**src/logic/ssp_pkg.sv**
```systemverilog
// ssp_pkg: register map, field layouts, reset values and types of the
// synchronous serial port.
// assumes: shared by the port top and its fifo; no other dependency.
package ssp_pkg;

  localparam int DATA_W     = 16;
  localparam int FIFO_DEPTH = 8;
  localparam int PTR_W      = 3;
  localparam int CNT_W      = 4;
  localparam int ADDR_W     = 8;

  // byte addresses of the register words
  localparam logic [ADDR_W-1:0] CTRL0_OFS = 8'h00;
  localparam logic [ADDR_W-1:0] CTRL1_OFS = 8'h04;
  localparam logic [ADDR_W-1:0] DATA_OFS  = 8'h08;
  localparam logic [ADDR_W-1:0] STAT_OFS  = 8'h0C;
  localparam logic [ADDR_W-1:0] PRESC_OFS = 8'h10;
  localparam logic [ADDR_W-1:0] IMASK_OFS = 8'h14;
  localparam logic [ADDR_W-1:0] RIS_OFS   = 8'h18;
  localparam logic [ADDR_W-1:0] MIS_OFS   = 8'h1C;
  localparam logic [ADDR_W-1:0] ICR_OFS   = 8'h20;
  localparam logic [ADDR_W-1:0] DMA_OFS   = 8'h24;

  // control_register_one bits
  localparam int C1_EN_BIT    = 0;
  localparam int C1_SLAVE_BIT = 1;
  // dma_control_register bits
  localparam int DMA_RX_BIT   = 0;
  localparam int DMA_TX_BIT   = 1;

  // reset values
  localparam logic [15:0] CTRL0_RST = 16'h0003;
  localparam logic [1:0]  CTRL1_RST = 2'h0;
  localparam logic [7:0]  PRESC_RST = 8'h02;
  localparam logic [4:0]  IMASK_RST = 5'h00;
  localparam logic [1:0]  DMA_RST   = 2'h0;

  // frame size limits, fifo trigger level, time-out length
  localparam logic [3:0]  MIN_SIZE_M1  = 4'h3;
  localparam logic [CNT_W-1:0] HALF_LVL = 4'h4;
  localparam logic [5:0]  TIMEOUT_BITS = 6'h20;

  // frame formats
  localparam logic [1:0]  FMT_SPI = 2'h0;
  localparam logic [1:0]  FMT_SSF = 2'h1;

  // control_register_zero layout, bit 15 downward
  typedef struct packed {
    logic [7:0] serialRateFactor;
    logic       sph;
    logic       spo;
    logic [1:0] fmt;
    logic [3:0] sizeM1;
  } ssp_ctrl0_t;

  // interrupt sources, bit 4 downward
  typedef struct packed {
    logic end_of_transmission;
    logic ror;
    logic rt;
    logic rxs;
    logic txs;
  } ssp_irq_t;

endpackage : ssp_pkg

```
**src/logic/ssp_serial_port.sv**
```systemverilog
// ssp_serial_port: synchronous serial port, master or slave, apb slave.
// assumes: one 100 MHz clock, synchronous reset; serial pins come from
// outside and are synchronised here.
//
// Functional notes
// - transmit and receive each own an independent 16-bit, 8-deep fifo.
// - dma requests appear only when their dma control bits are set.
// - first divider stage divides by an even prescale from 2 to 254.
// - second stage divides by rate factor plus one, 1 to 256.
// - data write pushes transmit fifo; data read pops receive fifo.
// - slave shifts a frame whenever the master starts one.
// - slave with empty fifo sends eighth most recent write, else zero.
// - empty transmit fifo can raise interrupt or dma request.
// - received bits collect in a shift register, then load the fifo.
// - transmit service active while transmit fifo holds four or fewer.
// - receive service active while receive fifo holds four or more.
// - all five sources are ored into one combined request.
// - a source reaches the interrupt outputs only while its mask bit is set; dma requests ignore the mask.
// - data-flow interrupts are output apart from status interrupts.
// - raw and masked interrupt states read from separate registers.
// - time-out after 32 bit periods of non-empty receive fifo.
// - end of transmission flags when all data has been shifted out.
// - frames carry 4 to 16 bits, most significant bit first.
// - frame format selects spi or synchronous frame-pulse format.
// - serial clock idles inactive, toggles only during a frame.
`timescale 1ns/10ps
module ssp_serial_port (
  // clock and reset
  input  wire logic        mclk,
  input  wire logic        rst,
  // apb slave
  input  wire logic        psel,
  input  wire logic        penable,
  input  wire logic        pwrite,
  input  wire logic [7:0]  paddr,
  input  wire logic [31:0] pwdata,
  output logic      [31:0] prdata,
  output logic             pready,
  output logic             pslverr,
  // serial pins
  output logic             serialBitClockOut,
  input  wire logic        serialBitClockIn,
  output logic             frameOut,
  input  wire logic        frameIn,
  output logic             serialOutLine,
  output logic             serialOutEnN,
  input  wire logic        serialInLine,
  // interrupts and dma
  output logic             irqCombined,
  output logic             irqTxService,
  output logic             irqRxService,
  output logic             irqStatus,
  output logic             txDmaReq,
  output logic             rxDmaReq
);

  typedef enum logic [0:0] {ST_IDLE, ST_SHIFT} ssp_state_t;

  ssp_pkg::ssp_ctrl0_t ctrl0_r;
  ssp_pkg::ssp_irq_t   imask_r;
  ssp_pkg::ssp_irq_t   raw;
  ssp_pkg::ssp_irq_t   masked;
  ssp_state_t          state_r;
  logic [1:0]          ctrl1_r;
  logic [7:0]          prescale_r;
  logic [1:0]          dmaCtl_r;
  logic                rtRaw_r;
  logic                rorRaw_r;
  logic                eotRaw_r;
  // apb
  logic                setupPh;
  logic                accessPh;
  logic                wrEn;
  logic                mapped;
  logic [31:0]         rdMux;
  // fifos
  logic                txPush;
  logic                txPop;
  logic [15:0]         txHead;
  logic [3:0]          txCount;
  logic                txFull;
  logic                txEmpty;
  logic [15:0]         txStale;
  logic                rxPush;
  logic                rxPop;
  logic [15:0]         rxHead;
  logic [3:0]          rxCount;
  logic                rxFull;
  logic                rxEmpty;
  logic [15:0]         rxWord;
  // divider
  logic [6:0]          preCnt_r;
  logic [6:0]          preHalf;
  logic                preTick;
  logic [7:0]          rateCnt_r;
  logic                halfTick;
  logic                halfPhase_r;
  logic                bitTick;
  // synchronisers
  logic [1:0]          sclkSync_r;
  logic [1:0]          frmSync_r;
  logic [1:0]          rxdSync_r;
  logic                sclkPrev_r;
  logic                frmPrev_r;
  // engine
  logic                enabled;
  logic                isSlave;
  logic [3:0]          sizeM1;
  logic                cpha;
  logic                idleClk;
  logic                slaveStart;
  logic                masterStart;
  logic                startEv;
  logic                edgeEv;
  logic                sampleEv;
  logic                shiftEv;
  logic                lastEdge;
  logic                frameDone;
  logic                slaveAbort;
  logic [4:0]          edgeCnt_r;
  logic [15:0]         txShift_r;
  logic [15:0]         rxShift_r;
  logic [15:0]         sizeMask;
  logic [15:0]         loadWord;
  logic [5:0]          rtCnt_r;

  ////////////////////////////////////////////////////////////////////////////
  // fifos
  ssp_fifo u_txFifo (
    .mclk      (mclk),
    .rst       (rst),
    .push      (txPush),
    .pushData  (pwdata[15:0]),
    .pop       (txPop),
    .headData  (txHead),
    .count     (txCount),
    .full      (txFull),
    .empty     (txEmpty),
    .staleWord (txStale)
  );

  ssp_fifo u_rxFifo (
    .mclk      (mclk),
    .rst       (rst),
    .push      (rxPush),
    .pushData  (rxWord),
    .pop       (rxPop),
    .headData  (rxHead),
    .count     (rxCount),
    .full      (rxFull),
    .empty     (rxEmpty),
    .staleWord ()
  );

  ////////////////////////////////////////////////////////////////////////////
  // apb decode, one wait-free access phase
  assign setupPh  = psel && !penable;
  assign accessPh = psel && penable && pready;
  assign wrEn     = accessPh && pwrite && !pslverr;
  assign txPush   = wrEn && paddr == ssp_pkg::DATA_OFS;
  assign rxPop    = accessPh && !pwrite && !pslverr
                    && paddr == ssp_pkg::DATA_OFS;

  always_comb begin
    mapped = 1'b1;
    rdMux  = 32'h0000_0000;
    unique case (paddr)
      ssp_pkg::CTRL0_OFS: rdMux[15:0] = ctrl0_r;
      ssp_pkg::CTRL1_OFS: rdMux[1:0]  = ctrl1_r;
      ssp_pkg::DATA_OFS:  rdMux[15:0] = rxHead;
      ssp_pkg::STAT_OFS:  rdMux[4:0]  = {state_r == ST_SHIFT, rxFull,
                                         !rxEmpty, !txFull, txEmpty};
      ssp_pkg::PRESC_OFS: rdMux[7:0]  = prescale_r;
      ssp_pkg::IMASK_OFS: rdMux[4:0]  = imask_r;
      ssp_pkg::RIS_OFS:   rdMux[4:0]  = raw;
      ssp_pkg::MIS_OFS:   rdMux[4:0]  = masked;
      ssp_pkg::ICR_OFS:   rdMux       = 32'h0000_0000;
      ssp_pkg::DMA_OFS:   rdMux[1:0]  = dmaCtl_r;
      default:            mapped      = 1'b0;
    endcase
  end

  always_ff @(posedge mclk) begin
    if (rst) begin
      pready  <= 1'b0;
      pslverr <= 1'b0;
      prdata  <= 32'h0000_0000;
    end else begin
      pready  <= setupPh;
      pslverr <= setupPh && !mapped;
      if (setupPh) begin
        prdata <= pwrite ? 32'h0000_0000 : rdMux;
      end
    end
  end

  ////////////////////////////////////////////////////////////////////////////
  // software registers
  always_ff @(posedge mclk) begin
    if (rst) begin
      ctrl0_r    <= ssp_pkg::CTRL0_RST;
      ctrl1_r    <= ssp_pkg::CTRL1_RST;
      prescale_r <= ssp_pkg::PRESC_RST;
      imask_r    <= ssp_pkg::IMASK_RST;
      dmaCtl_r   <= ssp_pkg::DMA_RST;
    end else if (wrEn) begin
      unique case (paddr)
        ssp_pkg::CTRL0_OFS: ctrl0_r    <= pwdata[15:0];
        ssp_pkg::CTRL1_OFS: ctrl1_r    <= pwdata[1:0];
        ssp_pkg::PRESC_OFS: prescale_r <= {pwdata[7:1], 1'b0};
        ssp_pkg::IMASK_OFS: imask_r    <= pwdata[4:0];
        ssp_pkg::DMA_OFS:   dmaCtl_r   <= pwdata[1:0];
        default:            ;
      endcase
    end
  end

  ////////////////////////////////////////////////////////////////////////////
  // bit-rate divider, runs free so time-out counts while idle
  // half period = (prescale / 2) * (1 + rate factor) system clocks
  assign preHalf  = (prescale_r[7:1] == 7'h00) ? 7'h01 : prescale_r[7:1];
  assign preTick  = preCnt_r == preHalf - 7'h01;
  assign halfTick = preTick && rateCnt_r == ctrl0_r.serialRateFactor;
  assign bitTick  = halfTick && halfPhase_r;

  always_ff @(posedge mclk) begin
    if (rst) begin
      preCnt_r    <= 7'h00;
      rateCnt_r   <= 8'h00;
      halfPhase_r <= 1'b0;
    end else begin
      preCnt_r <= preTick ? 7'h00 : preCnt_r + 7'h01;
      if (halfTick) begin
        rateCnt_r   <= 8'h00;
        halfPhase_r <= !halfPhase_r;
      end else if (preTick) begin
        rateCnt_r <= rateCnt_r + 8'h01;
      end
    end
  end

  ////////////////////////////////////////////////////////////////////////////
  // pin synchronisers; first stage feeds only the second
  always_ff @(posedge mclk) begin
    if (rst) begin
      sclkSync_r <= 2'h0;
      frmSync_r  <= 2'h3;
      rxdSync_r  <= 2'h0;
      sclkPrev_r <= 1'b0;
      frmPrev_r  <= 1'b1;
    end else begin
      sclkSync_r <= {sclkSync_r[0], serialBitClockIn};
      frmSync_r  <= {frmSync_r[0], frameIn};
      rxdSync_r  <= {rxdSync_r[0], serialInLine};
      sclkPrev_r <= sclkSync_r[1];
      frmPrev_r  <= frmSync_r[1];
    end
  end

  ////////////////////////////////////////////////////////////////////////////
  // frame engine decode
  assign enabled = ctrl1_r[ssp_pkg::C1_EN_BIT];
  assign isSlave = ctrl1_r[ssp_pkg::C1_SLAVE_BIT];
  assign sizeM1  = (ctrl0_r.sizeM1 < ssp_pkg::MIN_SIZE_M1)
                   ? ssp_pkg::MIN_SIZE_M1 : ctrl0_r.sizeM1;
  // frame-pulse format always launches on the leading edge
  assign cpha    = (ctrl0_r.fmt == ssp_pkg::FMT_SSF) ? 1'b1 : ctrl0_r.sph;
  assign idleClk = (ctrl0_r.fmt == ssp_pkg::FMT_SSF) ? 1'b0 : ctrl0_r.spo;
  assign sizeMask = 16'hFFFF >> (4'hF - sizeM1);

  // slave start: select falls in spi, frame pulse rises otherwise
  assign slaveStart  = enabled && isSlave && state_r == ST_IDLE
                       && ((ctrl0_r.fmt == ssp_pkg::FMT_SSF)
                           ? (frmSync_r[1] && !frmPrev_r)
                           : (!frmSync_r[1] && frmPrev_r));
  assign masterStart = enabled && !isSlave && state_r == ST_IDLE
                       && !txEmpty && halfTick;
  assign startEv     = slaveStart || masterStart;
  // spi slave drops the frame if select is released early
  assign slaveAbort  = isSlave && ctrl0_r.fmt != ssp_pkg::FMT_SSF
                       && frmSync_r[1];

  assign edgeEv   = state_r == ST_SHIFT
                    && (isSlave ? (sclkSync_r[1] != sclkPrev_r) : halfTick);
  assign sampleEv = edgeEv && edgeCnt_r[0] == cpha;
  assign shiftEv  = edgeEv && edgeCnt_r[0] != cpha && edgeCnt_r != 5'h00;
  assign lastEdge = edgeCnt_r == {sizeM1, 1'b1};
  assign frameDone = edgeEv && lastEdge;

  // slave sends stale history when nothing is queued
  assign loadWord = (txEmpty ? txStale : txHead) & sizeMask;
  assign txPop    = startEv && !txEmpty;
  // last sample can land on the final edge, so merge it in
  assign rxWord   = (sampleEv ? {rxShift_r[14:0], rxdSync_r[1]}
                              : rxShift_r) & sizeMask;
  assign rxPush   = frameDone && !rxFull;

  ////////////////////////////////////////////////////////////////////////////
  // frame state
  always_ff @(posedge mclk) begin
    if (rst) begin
      state_r   <= ST_IDLE;
      edgeCnt_r <= 5'h00;
    end else begin
      unique case (state_r)
        ST_IDLE: begin
          edgeCnt_r <= 5'h00;
          if (startEv) begin
            state_r <= ST_SHIFT;
          end
        end
        ST_SHIFT: begin
          if (!enabled || (frameDone) || slaveAbort) begin
            state_r <= ST_IDLE;
          end else if (edgeEv) begin
            edgeCnt_r <= edgeCnt_r + 5'h01;
          end
        end
      endcase
    end
  end

  ////////////////////////////////////////////////////////////////////////////
  // shift registers, msb first
  always_ff @(posedge mclk) begin
    if (rst) begin
      txShift_r     <= 16'h0000;
      rxShift_r     <= 16'h0000;
      serialOutLine <= 1'b0;
    end else if (startEv) begin
      txShift_r     <= loadWord;
      rxShift_r     <= 16'h0000;
      serialOutLine <= loadWord[sizeM1];
    end else begin
      if (shiftEv) begin
        txShift_r     <= txShift_r << 1;
        serialOutLine <= txShift_r[sizeM1 - 4'h1];
      end
      if (sampleEv) begin
        rxShift_r <= {rxShift_r[14:0], rxdSync_r[1]};
      end
    end
  end

  ////////////////////////////////////////////////////////////////////////////
  // master clock and frame pins
  always_ff @(posedge mclk) begin
    if (rst) begin
      serialBitClockOut <= 1'b0;
      frameOut          <= 1'b1;
      serialOutEnN      <= 1'b1;
    end else begin
      serialOutEnN <= !(enabled && (!isSlave || state_r == ST_SHIFT));
      if (isSlave || state_r == ST_IDLE || !enabled) begin
        serialBitClockOut <= idleClk;
      end else if (edgeEv && !lastEdge) begin
        serialBitClockOut <= !serialBitClockOut;
      end else if (frameDone) begin
        serialBitClockOut <= idleClk;
      end
      if (ctrl0_r.fmt == ssp_pkg::FMT_SSF) begin
        // pulse spans the first bit period only
        frameOut <= masterStart
                    || (frameOut && state_r == ST_SHIFT
                        && !(edgeEv && edgeCnt_r == 5'h01));
      end else begin
        frameOut <= !((masterStart || state_r == ST_SHIFT)
                      && !frameDone && !isSlave && enabled);
      end
    end
  end

  ////////////////////////////////////////////////////////////////////////////
  // sticky status sources, set wins over software clear
  always_ff @(posedge mclk) begin
    if (rst) begin
      rtCnt_r  <= 6'h00;
      rtRaw_r  <= 1'b0;
      rorRaw_r <= 1'b0;
      eotRaw_r <= 1'b0;
    end else begin
      if (rxEmpty) begin
        rtCnt_r <= 6'h00;
      end else if (bitTick && rtCnt_r != ssp_pkg::TIMEOUT_BITS) begin
        rtCnt_r <= rtCnt_r + 6'h01;
      end
      if (!rxEmpty && bitTick
          && rtCnt_r == ssp_pkg::TIMEOUT_BITS - 6'h01) begin
        rtRaw_r <= 1'b1;
      end else if (wrEn && paddr == ssp_pkg::ICR_OFS && pwdata[2]) begin
        rtRaw_r <= 1'b0;
      end
      if (frameDone && rxFull) begin
        rorRaw_r <= 1'b1;
      end else if (wrEn && paddr == ssp_pkg::ICR_OFS && pwdata[3]) begin
        rorRaw_r <= 1'b0;
      end
      if (frameDone && txEmpty) begin
        eotRaw_r <= 1'b1;
      end else if (wrEn && paddr == ssp_pkg::ICR_OFS && pwdata[4]) begin
        eotRaw_r <= 1'b0;
      end
    end
  end

  assign raw.txs = txCount <= ssp_pkg::HALF_LVL;
  assign raw.rxs = rxCount >= ssp_pkg::HALF_LVL;
  assign raw.rt  = rtRaw_r;
  assign raw.ror = rorRaw_r;
  assign raw.end_of_transmission = eotRaw_r;
  assign masked  = raw & imask_r;

  ////////////////////////////////////////////////////////////////////////////
  // interrupt and dma outputs
  always_ff @(posedge mclk) begin
    if (rst) begin
      irqCombined  <= 1'b0;
      irqTxService <= 1'b0;
      irqRxService <= 1'b0;
      irqStatus    <= 1'b0;
      txDmaReq     <= 1'b0;
      rxDmaReq     <= 1'b0;
    end else begin
      irqCombined  <= |masked;
      irqTxService <= masked.txs;
      irqRxService <= masked.rxs;
      irqStatus    <= masked.rt || masked.ror || masked.end_of_transmission;
      // empty-ish transmit fifo may request dma as well as interrupt
      txDmaReq     <= dmaCtl_r[ssp_pkg::DMA_TX_BIT]
                      && raw.txs;
      rxDmaReq     <= dmaCtl_r[ssp_pkg::DMA_RX_BIT]
                      && !rxEmpty;
    end
  end

endmodule : ssp_serial_port

```
**src/logic/ssp_fifo.sv**
```systemverilog
// ssp_fifo: 16-bit by 8-entry first-in first-out store.
// assumes: push when full and pop when empty are ignored here.
`timescale 1ns/10ps
module ssp_fifo (
  // clock and reset
  input  wire logic                         mclk,
  input  wire logic                         rst,
  // fill side
  input  wire logic                         push,
  input  wire logic [ssp_pkg::DATA_W-1:0]   pushData,
  // drain side
  input  wire logic                         pop,
  output logic      [ssp_pkg::DATA_W-1:0]   headData,
  // state
  output logic      [ssp_pkg::CNT_W-1:0]    count,
  output logic                              full,
  output logic                              empty,
  output logic      [ssp_pkg::DATA_W-1:0]   staleWord
);

  logic [ssp_pkg::DATA_W-1:0] mem [ssp_pkg::FIFO_DEPTH];
  logic [ssp_pkg::PTR_W-1:0]  wPtr_r;
  logic [ssp_pkg::PTR_W-1:0]  rPtr_r;
  logic [ssp_pkg::CNT_W-1:0]  count_r;
  logic                       doPush;
  logic                       doPop;

  assign doPush = push && !full;
  assign doPop  = pop && !empty;

  ////////////////////////////////////////////////////////////////////////////
  // storage, cleared so unwritten slots read zero
  genvar gi;
  generate
    for (gi = 0; gi < ssp_pkg::FIFO_DEPTH; gi++) begin : g_entry
      always_ff @(posedge mclk) begin
        if (rst) begin
          mem[gi] <= 16'h0000;
        end else if (doPush && wPtr_r == 3'(gi)) begin
          mem[gi] <= pushData;
        end
      end
    end
  endgenerate

  ////////////////////////////////////////////////////////////////////////////
  always_ff @(posedge mclk) begin
    if (rst) begin
      wPtr_r  <= 3'h0;
      rPtr_r  <= 3'h0;
      count_r <= 4'h0;
    end else begin
      if (doPush) begin
        wPtr_r <= wPtr_r + 3'h1;
      end
      if (doPop) begin
        rPtr_r <= rPtr_r + 3'h1;
      end
      if (doPush && !doPop) begin
        count_r <= count_r + 4'h1;
      end else if (doPop && !doPush) begin
        count_r <= count_r - 4'h1;
      end
    end
  end

  assign headData  = mem[rPtr_r];
  assign count     = count_r;
  assign full      = count_r == 4'h8;
  assign empty     = count_r == 4'h0;
  // slot about to be overwritten holds the eighth most recent write
  assign staleWord = mem[wPtr_r];

endmodule : ssp_fifo

```
**config.mk**
```make
export PLATFORM = sky130hd
export DESIGN_NAME = ssp_serial_port
export DESIGN_NICKNAME = d
export VERILOG_FILES = /design/src/logic/ssp_pkg.sv /design/src/logic/ssp_serial_port.sv /design/src/logic/ssp_fifo.sv
export SDC_FILE = /design/constraint.sdc
export NUM_CORES = 1
export LEC_CHECK = 0
export BUFFER_PORTS_ARGS = -buffer_cell sky130_fd_sc_hd__buf_2
export CORE_UTILIZATION = 40
export DETAILED_ROUTE_END_ITERATION = 8
export PLACE_DENSITY = 0.65
export SYNTH_ARGS = -nofsm -noshare
export SYNTH_HDL_FRONTEND = slang
export SYNTH_HIERARCHICAL = 1
export SYNTH_SLANG_ARGS = --single-unit
export TNS_END_PERCENT = 10
```
**constraint.sdc**
```tcl
create_clock -name mclk -period 7.05 [get_ports mclk]
set_input_delay 1.41 -clock mclk [delete_from_list [all_inputs] [get_ports mclk]]
set_output_delay 1.41 -clock mclk [all_outputs]
set_load 0.05 [all_outputs]
```
==> impl_results.md, run 1 <==
* Maximum vdd ir drop at 146 uV
* CTS H-Tree Depth at 2
* Via density at 5.60
* Global Route Usage Sum at 0.198
* CP delay by family, top: compound AO/OA/AOI/OAI gates
* Clock root buffer: clkbuf_16
* Unrepaired setup endpoints after global routing: false
* Dpl hpwl at 34.4 mm
* R2R Path Start: prescale_r[5]$_SDFFE_PP0P_
* Clk pin slew, worst setup/hold paths at 0.06 ns
* Hold buffer count at cts at 0
* Final Hold Vio Count at 0
* Vias in the first global route at 13700
* CTS Buf Count at 44
* Layout cells sized above 1 at 0.146
* Wire length per cell at 21.2 um
* Crit path DAT at 6.08 ns
* CP max-delay cell: or4_4
* CP startpoint: prescale_r[5]$_SDFFE_PP0P_
* Min-delay src: frmSync_r[0]$_SDFF_PP1_
* CTS Sinks at 416
* Core Footprint at 51500 um2
* Ports at 92
* Worst Path Max Fanout at 24
* Initial Util at 0.406
* Worst path depth at 16
* Hold slack final at 0.432 ns
* CTS max path bufs at 3
* Layout Area Growth over Synthesis at 10.2%
* Cell area after synthesis at 20900 um2
* Latest clock arrival within the worst-skew pair at 0.59 ns
* PostCTS Resize Cnt at 0
* Worst Path Buf+Inv at 3
* Global route overflow at 0
* Sequential Area at 10900 um2
* First-pass GRT wire length at 80.0 mm
* Chip width at 231 um
* Placement Cell Area at 21600 um2
* CTS tree: done
* Critical path's largest stage delay at 0.61 ns
* Maximum clock frequency at 172 MHz
* Syn_area_per_cell at 12.0 um2
* Drt first pass iters at 5
* Critical Path Most Common Cell: buf_4
* Antenna viol nets, final at 0
* Multi-input gate area at 9190 um2
* Count of maximum capacitance violations at 0
* DRC Markers at 0
* RR Endpoint: u_rxFifo/mem[6][11]$_SDFFCE_PN0P_
* Initial antenna violation count at 0
* Final worst-path cycle share at 0.823
* Critical path endpoint: u_rxFifo/mem[6][11]$_SDFFCE_PN0P_
* Routed Wire Length at 52.9 mm
* Max_slew headroom at 0.210
* Diode count at 0
* # port buffers at 59
* Pin count of the biggest net entering global routing at 66
* Worst slew pin tran at 1.18 ns
* Crit end category: register
* Lkg Pwr at 0.00813 uW
* Initial DRC count at 1358
* Filler cells at 4708
* Gpl congestion at 0.887
* Tmin final at 5.80 ns
* Die area at 53200 um2
* Mapped Cells at 1749
* Clk_skew at 0.0177 ns
* Hold Path Class: reg -> reg
* Setup crit start kind: register
* Max Slew Vio Count at 0
* Cell area after layout at 23100 um2
* Ordered cell list for the critical path: nor4_1 > a21oi_1 > ha_1 > nand4bb_1 > a211oi_1 > mux2i_1 > nor4_4 > buf_4 > a21oi_2 > or4_4 > nor2_1 > a21boi_2 > nand2_2 > buf_4 > o21bai_1 > buf_4
* R2R cell count at 16
* Worst endpoint required time at 7.32 ns
* Die height at 231 um
* Final setup TNS at 0 ns
* Status: complete, no violations
* Post-CTS setup buffers at 0
* FF-to-FF setup slack at 1.25 ns
* Vias post-DR at 13900
* Std-Cell Rows at 83
* Kind of critical path: reg -> reg
* Warning count from the yosys run at 6
* # nets final at 1855
* Setup violators final at 0
* PwrDens at 226 nW/um2
stage by stage:
step / worst slack (ns) / util / cells / power (uW)
after CTS: 1.31 / 0.448 / 2489 / 5270
after detailed placement: 1.32 / 0.419 / 2407 / 2900
after global placement: 1.47 / 0.419 / 2407 / 2900
after floorplan: 2.38 / - / 1764 / 2830
final: 1.25 / 0.448 / 2489 / 5220
after global routing: 0.871 / 0.448 / 2489 / 5380
where the power goes:
part	switching, uW	internal (uW)
combinational	130	59.1
clock	984	1380
sequential	22.2	2640
total	1140	4080
layout make-up:
class / instances / area share
clock buffers: 56 / 0.0514
clock inverters: 26 / 0.0125
inverters: 29 / 0.00472
multi-input cells: 1190 / 0.398
flip-flops and latches: 416 / 0.472
well taps: 680 / 0.0369
repair buffers: 92 / 0.0237
sequential cells by signal (all words and copies together) (netlist names), 7 cells and up, named ones only:
register,flops
prescale_r,7
u_txFifo/mem,128
preCnt_r,7
rateCnt_r,8
txShift_r,16
rxShift_r,16
u_rxFifo/mem,128
ctrl0_r,16
prdata,16
worst min-delay path by stage:
| stage | to | slack (ns) | cells after the start |
|---|---|---|---|
| 2_1_floorplan | frmSync_r[1]$_SDFF_PP1_ | 0.39 | 1 |
| 3_5_place_dp | frmSync_r[1]$_SDFF_PP1_ | 0.40 | 1 |
| 4_1_cts | frmSync_r[1]$_SDFF_PP1_ | 0.43 | 1 |
| 6_report | frmSync_r[1]$_SDFF_PP1_ | 0.43 | 1 |
| 5_1_grt | frmSync_r[1]$_SDFF_PP1_ | 0.45 | 1 |
| 3_3_place_gp | frmSync_r[1]$_SDFF_PP1_ | 0.40 | 1 |
layer usage:
layer  up-vias  track usage  wire length [um]
met5         -            0                 0
li1       6448            -                 -
met4         0       0.0871              2220
met2       472        0.332             25700
met3       107       0.0303              3040
met1      6922        0.253             21900
cell usage in the layout (no fill, tap or decap), drive strengths merged, types with 14 or more instances in the layout:
| cell | count |
|---|---|
| and2 | 74 |
| clkbuf | 56 |
| dfxtp | 160 |
| nand3 | 33 |
| inv | 30 |
| ha | 32 |
| o21bai | 14 |
| a22oi | 21 |
| conb | 16 |
| buf | 92 |
| nor3 | 24 |
| nor2 | 348 |
| clkinv | 18 |
| a21oi | 56 |
| mux2i | 60 |
| xor2 | 18 |
| mux2 | 52 |
| nand2 | 138 |
| a211oi | 25 |
| edfxtp | 256 |
| mux4 | 101 |
| xnor2 | 32 |
(Power assumes the default switching activity.)
==> inputs of run 2 (changes only) <==
- PLACE_DENSITY: 0.65 -> 0.67
- clock period: 7.05 -> 4.75 ns (I/O delays scaled with it)
==> run 2 against run 1 <==
Fmax up 30%. Non-clock buffer count grew 27. Sequential cell count is the same. Total power is 44% higher. First-iteration DRC count down 19%. Critical path depth up 2. Global-route usage is essentially flat. Largest cell class unchanged. Highest routed layer unchanged.
==> impl_results.md, run 2 (synthesized netlist as in run 1, its figures left out) <==
* Status: complete, no violations
* CTS max path bufs at 3 (unchanged)
* PwrDens at 324 nW/um2 (+43%)
* Drt first pass iters at 6 (+1)
* Global Route Usage Sum at 0.198 (about the same)
* Unrepaired setup endpoints after global routing: false
* Place WS at 0.133 ns (-1.19 ns)
* Hold Path Class: reg -> reg
* Diode count at 0 (unchanged)
* Clock power frac at 0.437 (-0.017)
* Worst Path Max Fanout at 4 (-83%)
* Final worst-path cycle share at 0.937 (+0.114)
* Antenna viol nets, final at 0 (unchanged)
* Std-Cell Rows at 83 (unchanged)
* Die area at 53200 um2 (unchanged)
* DRC Markers at 0 (unchanged)
* # port buffers at 59 (unchanged)
* Maximum clock frequency at 225 MHz (+30%)
* Placement Cell Area at 21800 um2 (+0.88%)
* Clk_skew at 0.0236 ns (+0.00595 ns)
* Latest clock arrival within the worst-skew pair at 0.58 ns (about the same)
* Initial Util at 0.406 (unchanged)
* Pin count of the biggest net entering global routing at 69 (+4.5%)
* Maximum vdd ir drop at 245 uV (+68%)
* Post-route setup slack at 0.298 ns (-0.948 ns)
* Cells after DPL at 2434 (+1.1%)
* Part of the power in registers at 0.526 (+0.016)
* Kind of critical path: reg -> reg
* Post-CTS setup buffers at 0 (unchanged)
* Chip width at 231 um (unchanged)
* CTS Sinks at 416 (unchanged)
* Setup crit start kind: register
* Wire length per cell at 21.0 um (-1.2%)
* Layout Cells excl Fill at 2512 (+0.92%)
* Vias in the first global route at 14000 (+2.2%)
* Vias post-DR at 14100 (+0.75%)
* CTS tree: done
* Max Slew Vio Count at 0 (unchanged)
* Layout cells sized above 1 at 0.155 (+0.00853)
* Ports at 92 (unchanged)
* Clock root buffer: clkbuf_16
* Sw Ratio at 0.214 (-0.00345)
* Tmin final at 4.45 ns (-1.35 ns)
* Core Footprint at 51500 um2 (unchanged)
* Final Hold Vio Count at 0 (unchanged)
* Final setup TNS at 0 ns (unchanged)
* Die height at 231 um (unchanged)
* Setup violators final at 0 (unchanged)
* Initial antenna violation count at 0 (unchanged)
* Clk pin slew, worst setup/hold paths at 0.06 ns (about the same)
* Cell-internal power at 5910 uW (+45%)
* Combinational Power Share at 0.037 (about the same)
* Count of maximum capacitance violations at 0 (unchanged)
* Worst endpoint required time at 5.21 ns (-2.11 ns)
* # nets final at 1882 (+1.5%)
* Crit end category: register
* Max_slew headroom at 0.121 (-0.0888)
* First-pass GRT wire length at 81.1 mm (+1.3%)
* Psw at 1610 uW (+42%)
* Lkg Pwr at 0.00820 uW (+0.80%)
* Largest registers: u_rxFifo/mem: 128 flops, u_txFifo/mem: 128 flops
* CTS H-Tree Depth at 2 (unchanged)
* Commonest non-fill, non-tap cell in the layout: nor2_1
* Dpl hpwl at 35.1 mm (+2.1%)
* Most frequent cells in the layout: nor2_1 (345), edfxtp_1 (256), dfxtp_1 (156), nand2_1 (132), mux4_1 (84)
* Worst slew pin tran at 1.31 ns (+0.133 ns)
* CTS Buf Count at 44 (unchanged)
* Gpl congestion at 0.873 (-1.5%)
* Routed Wire Length at 52.7 mm (-0.25%)
* Initial DRC count at 1094 (-19%)
* Global route overflow at 0 (unchanged)
* Layout Area Growth over Synthesis at 10.7%
* Crit path DAT at 4.91 ns (-1.17 ns)
* Cell area after layout at 23200 um2 (+0.48%)
* Via density at 5.59 (-0.18%)
-- run 2: area by class of cell --
class,count,area [um2]
tap,680,851
clock buffer,66,1270
multi-input combinational,1190,9210
clock inverter,12,95.1
sequential,416,10900
timing repair buffer,119,748
inverter,29,109
fill,4719,28300
-- run 2: power groups by stage --
| stage | logic [uW] | clock network [uW] | registers, uW |
|---|---|---|---|
| 2_1_floorplan | 176 | 0 | 4020 |
| 3_3_place_gp | 276 | 0 | 4020 |
| 3_5_place_dp | 280 | 0 | 4030 |
| 4_1_cts | 281 | 3350 | 3950 |
| 5_1_grt | 296 | 3470 | 3960 |
| 6_report | 280 | 3280 | 3950 |
-- run 2: stage by stage --
step	power [uW]	hold slack, ns	utilization
floorplan	4190	0.389	-
global placement	4300	0.422	0.423
detailed placement	4310	0.419	0.423
CTS	7580	0.433	0.449
global route	7730	0.433	0.450
finish	7520	0.420	0.450
-- run 2: timing repair --
action,4_1_cts,5_1_grt
endpoints found under the setup margin,0,17
hold buffers,0,0
gates resized for setup,0,7
-- run 2: worst paths after layout --
| path | startpoint | to | slack, ns | cells after the start |
|---|---|---|---|---|
| max | prescale_r[7]$_SDFFE_PP0P_ | u_rxFifo/count[3]$_SDFFE_PP0P_ | 0.30 | 18 |
| min | frmSync_r[0]$_SDFF_PP1_ | frmSync_r[1]$_SDFF_PP1_ | 0.42 | 1 |
| max reg2reg | prescale_r[7]$_SDFFE_PP0P_ | u_rxFifo/count[3]$_SDFFE_PP0P_ | 0.30 | 18 |
| min reg2reg | frmSync_r[0]$_SDFF_PP1_ | frmSync_r[1]$_SDFF_PP1_ | 0.42 | 1 |
-- run 2: worst max-delay path, cell delays in order, from the launching register on --
cell	delay, ns
dfxtp_1	0.31
nor4_2	0.31
a21oi_1	0.16
ha_2	0.28
xnor2_1	0.14
a211oi_1	0.28
mux2i_1	0.16
nor4_4	0.27
a21oi_2	0.10
or4_4	0.56
nor2_2	0.14
a21boi_2	0.22
ha_1	0.21
inv_1	0.13
ha_4	0.26
a21oi_2	0.18
a211oi_2	0.09
a31oi_1	0.17
mux2_2	0.35
-- run 2: routing by layer --
layer / part of all wire / routed length [um] / track usage
met5: 0 / 0 / 0
met4: 0.030 / 1560 / 0.0687
met3: 0.058 / 3070 / 0.0305
met2: 0.50 / 26200 / 0.337
met1: 0.42 / 21900 / 0.257
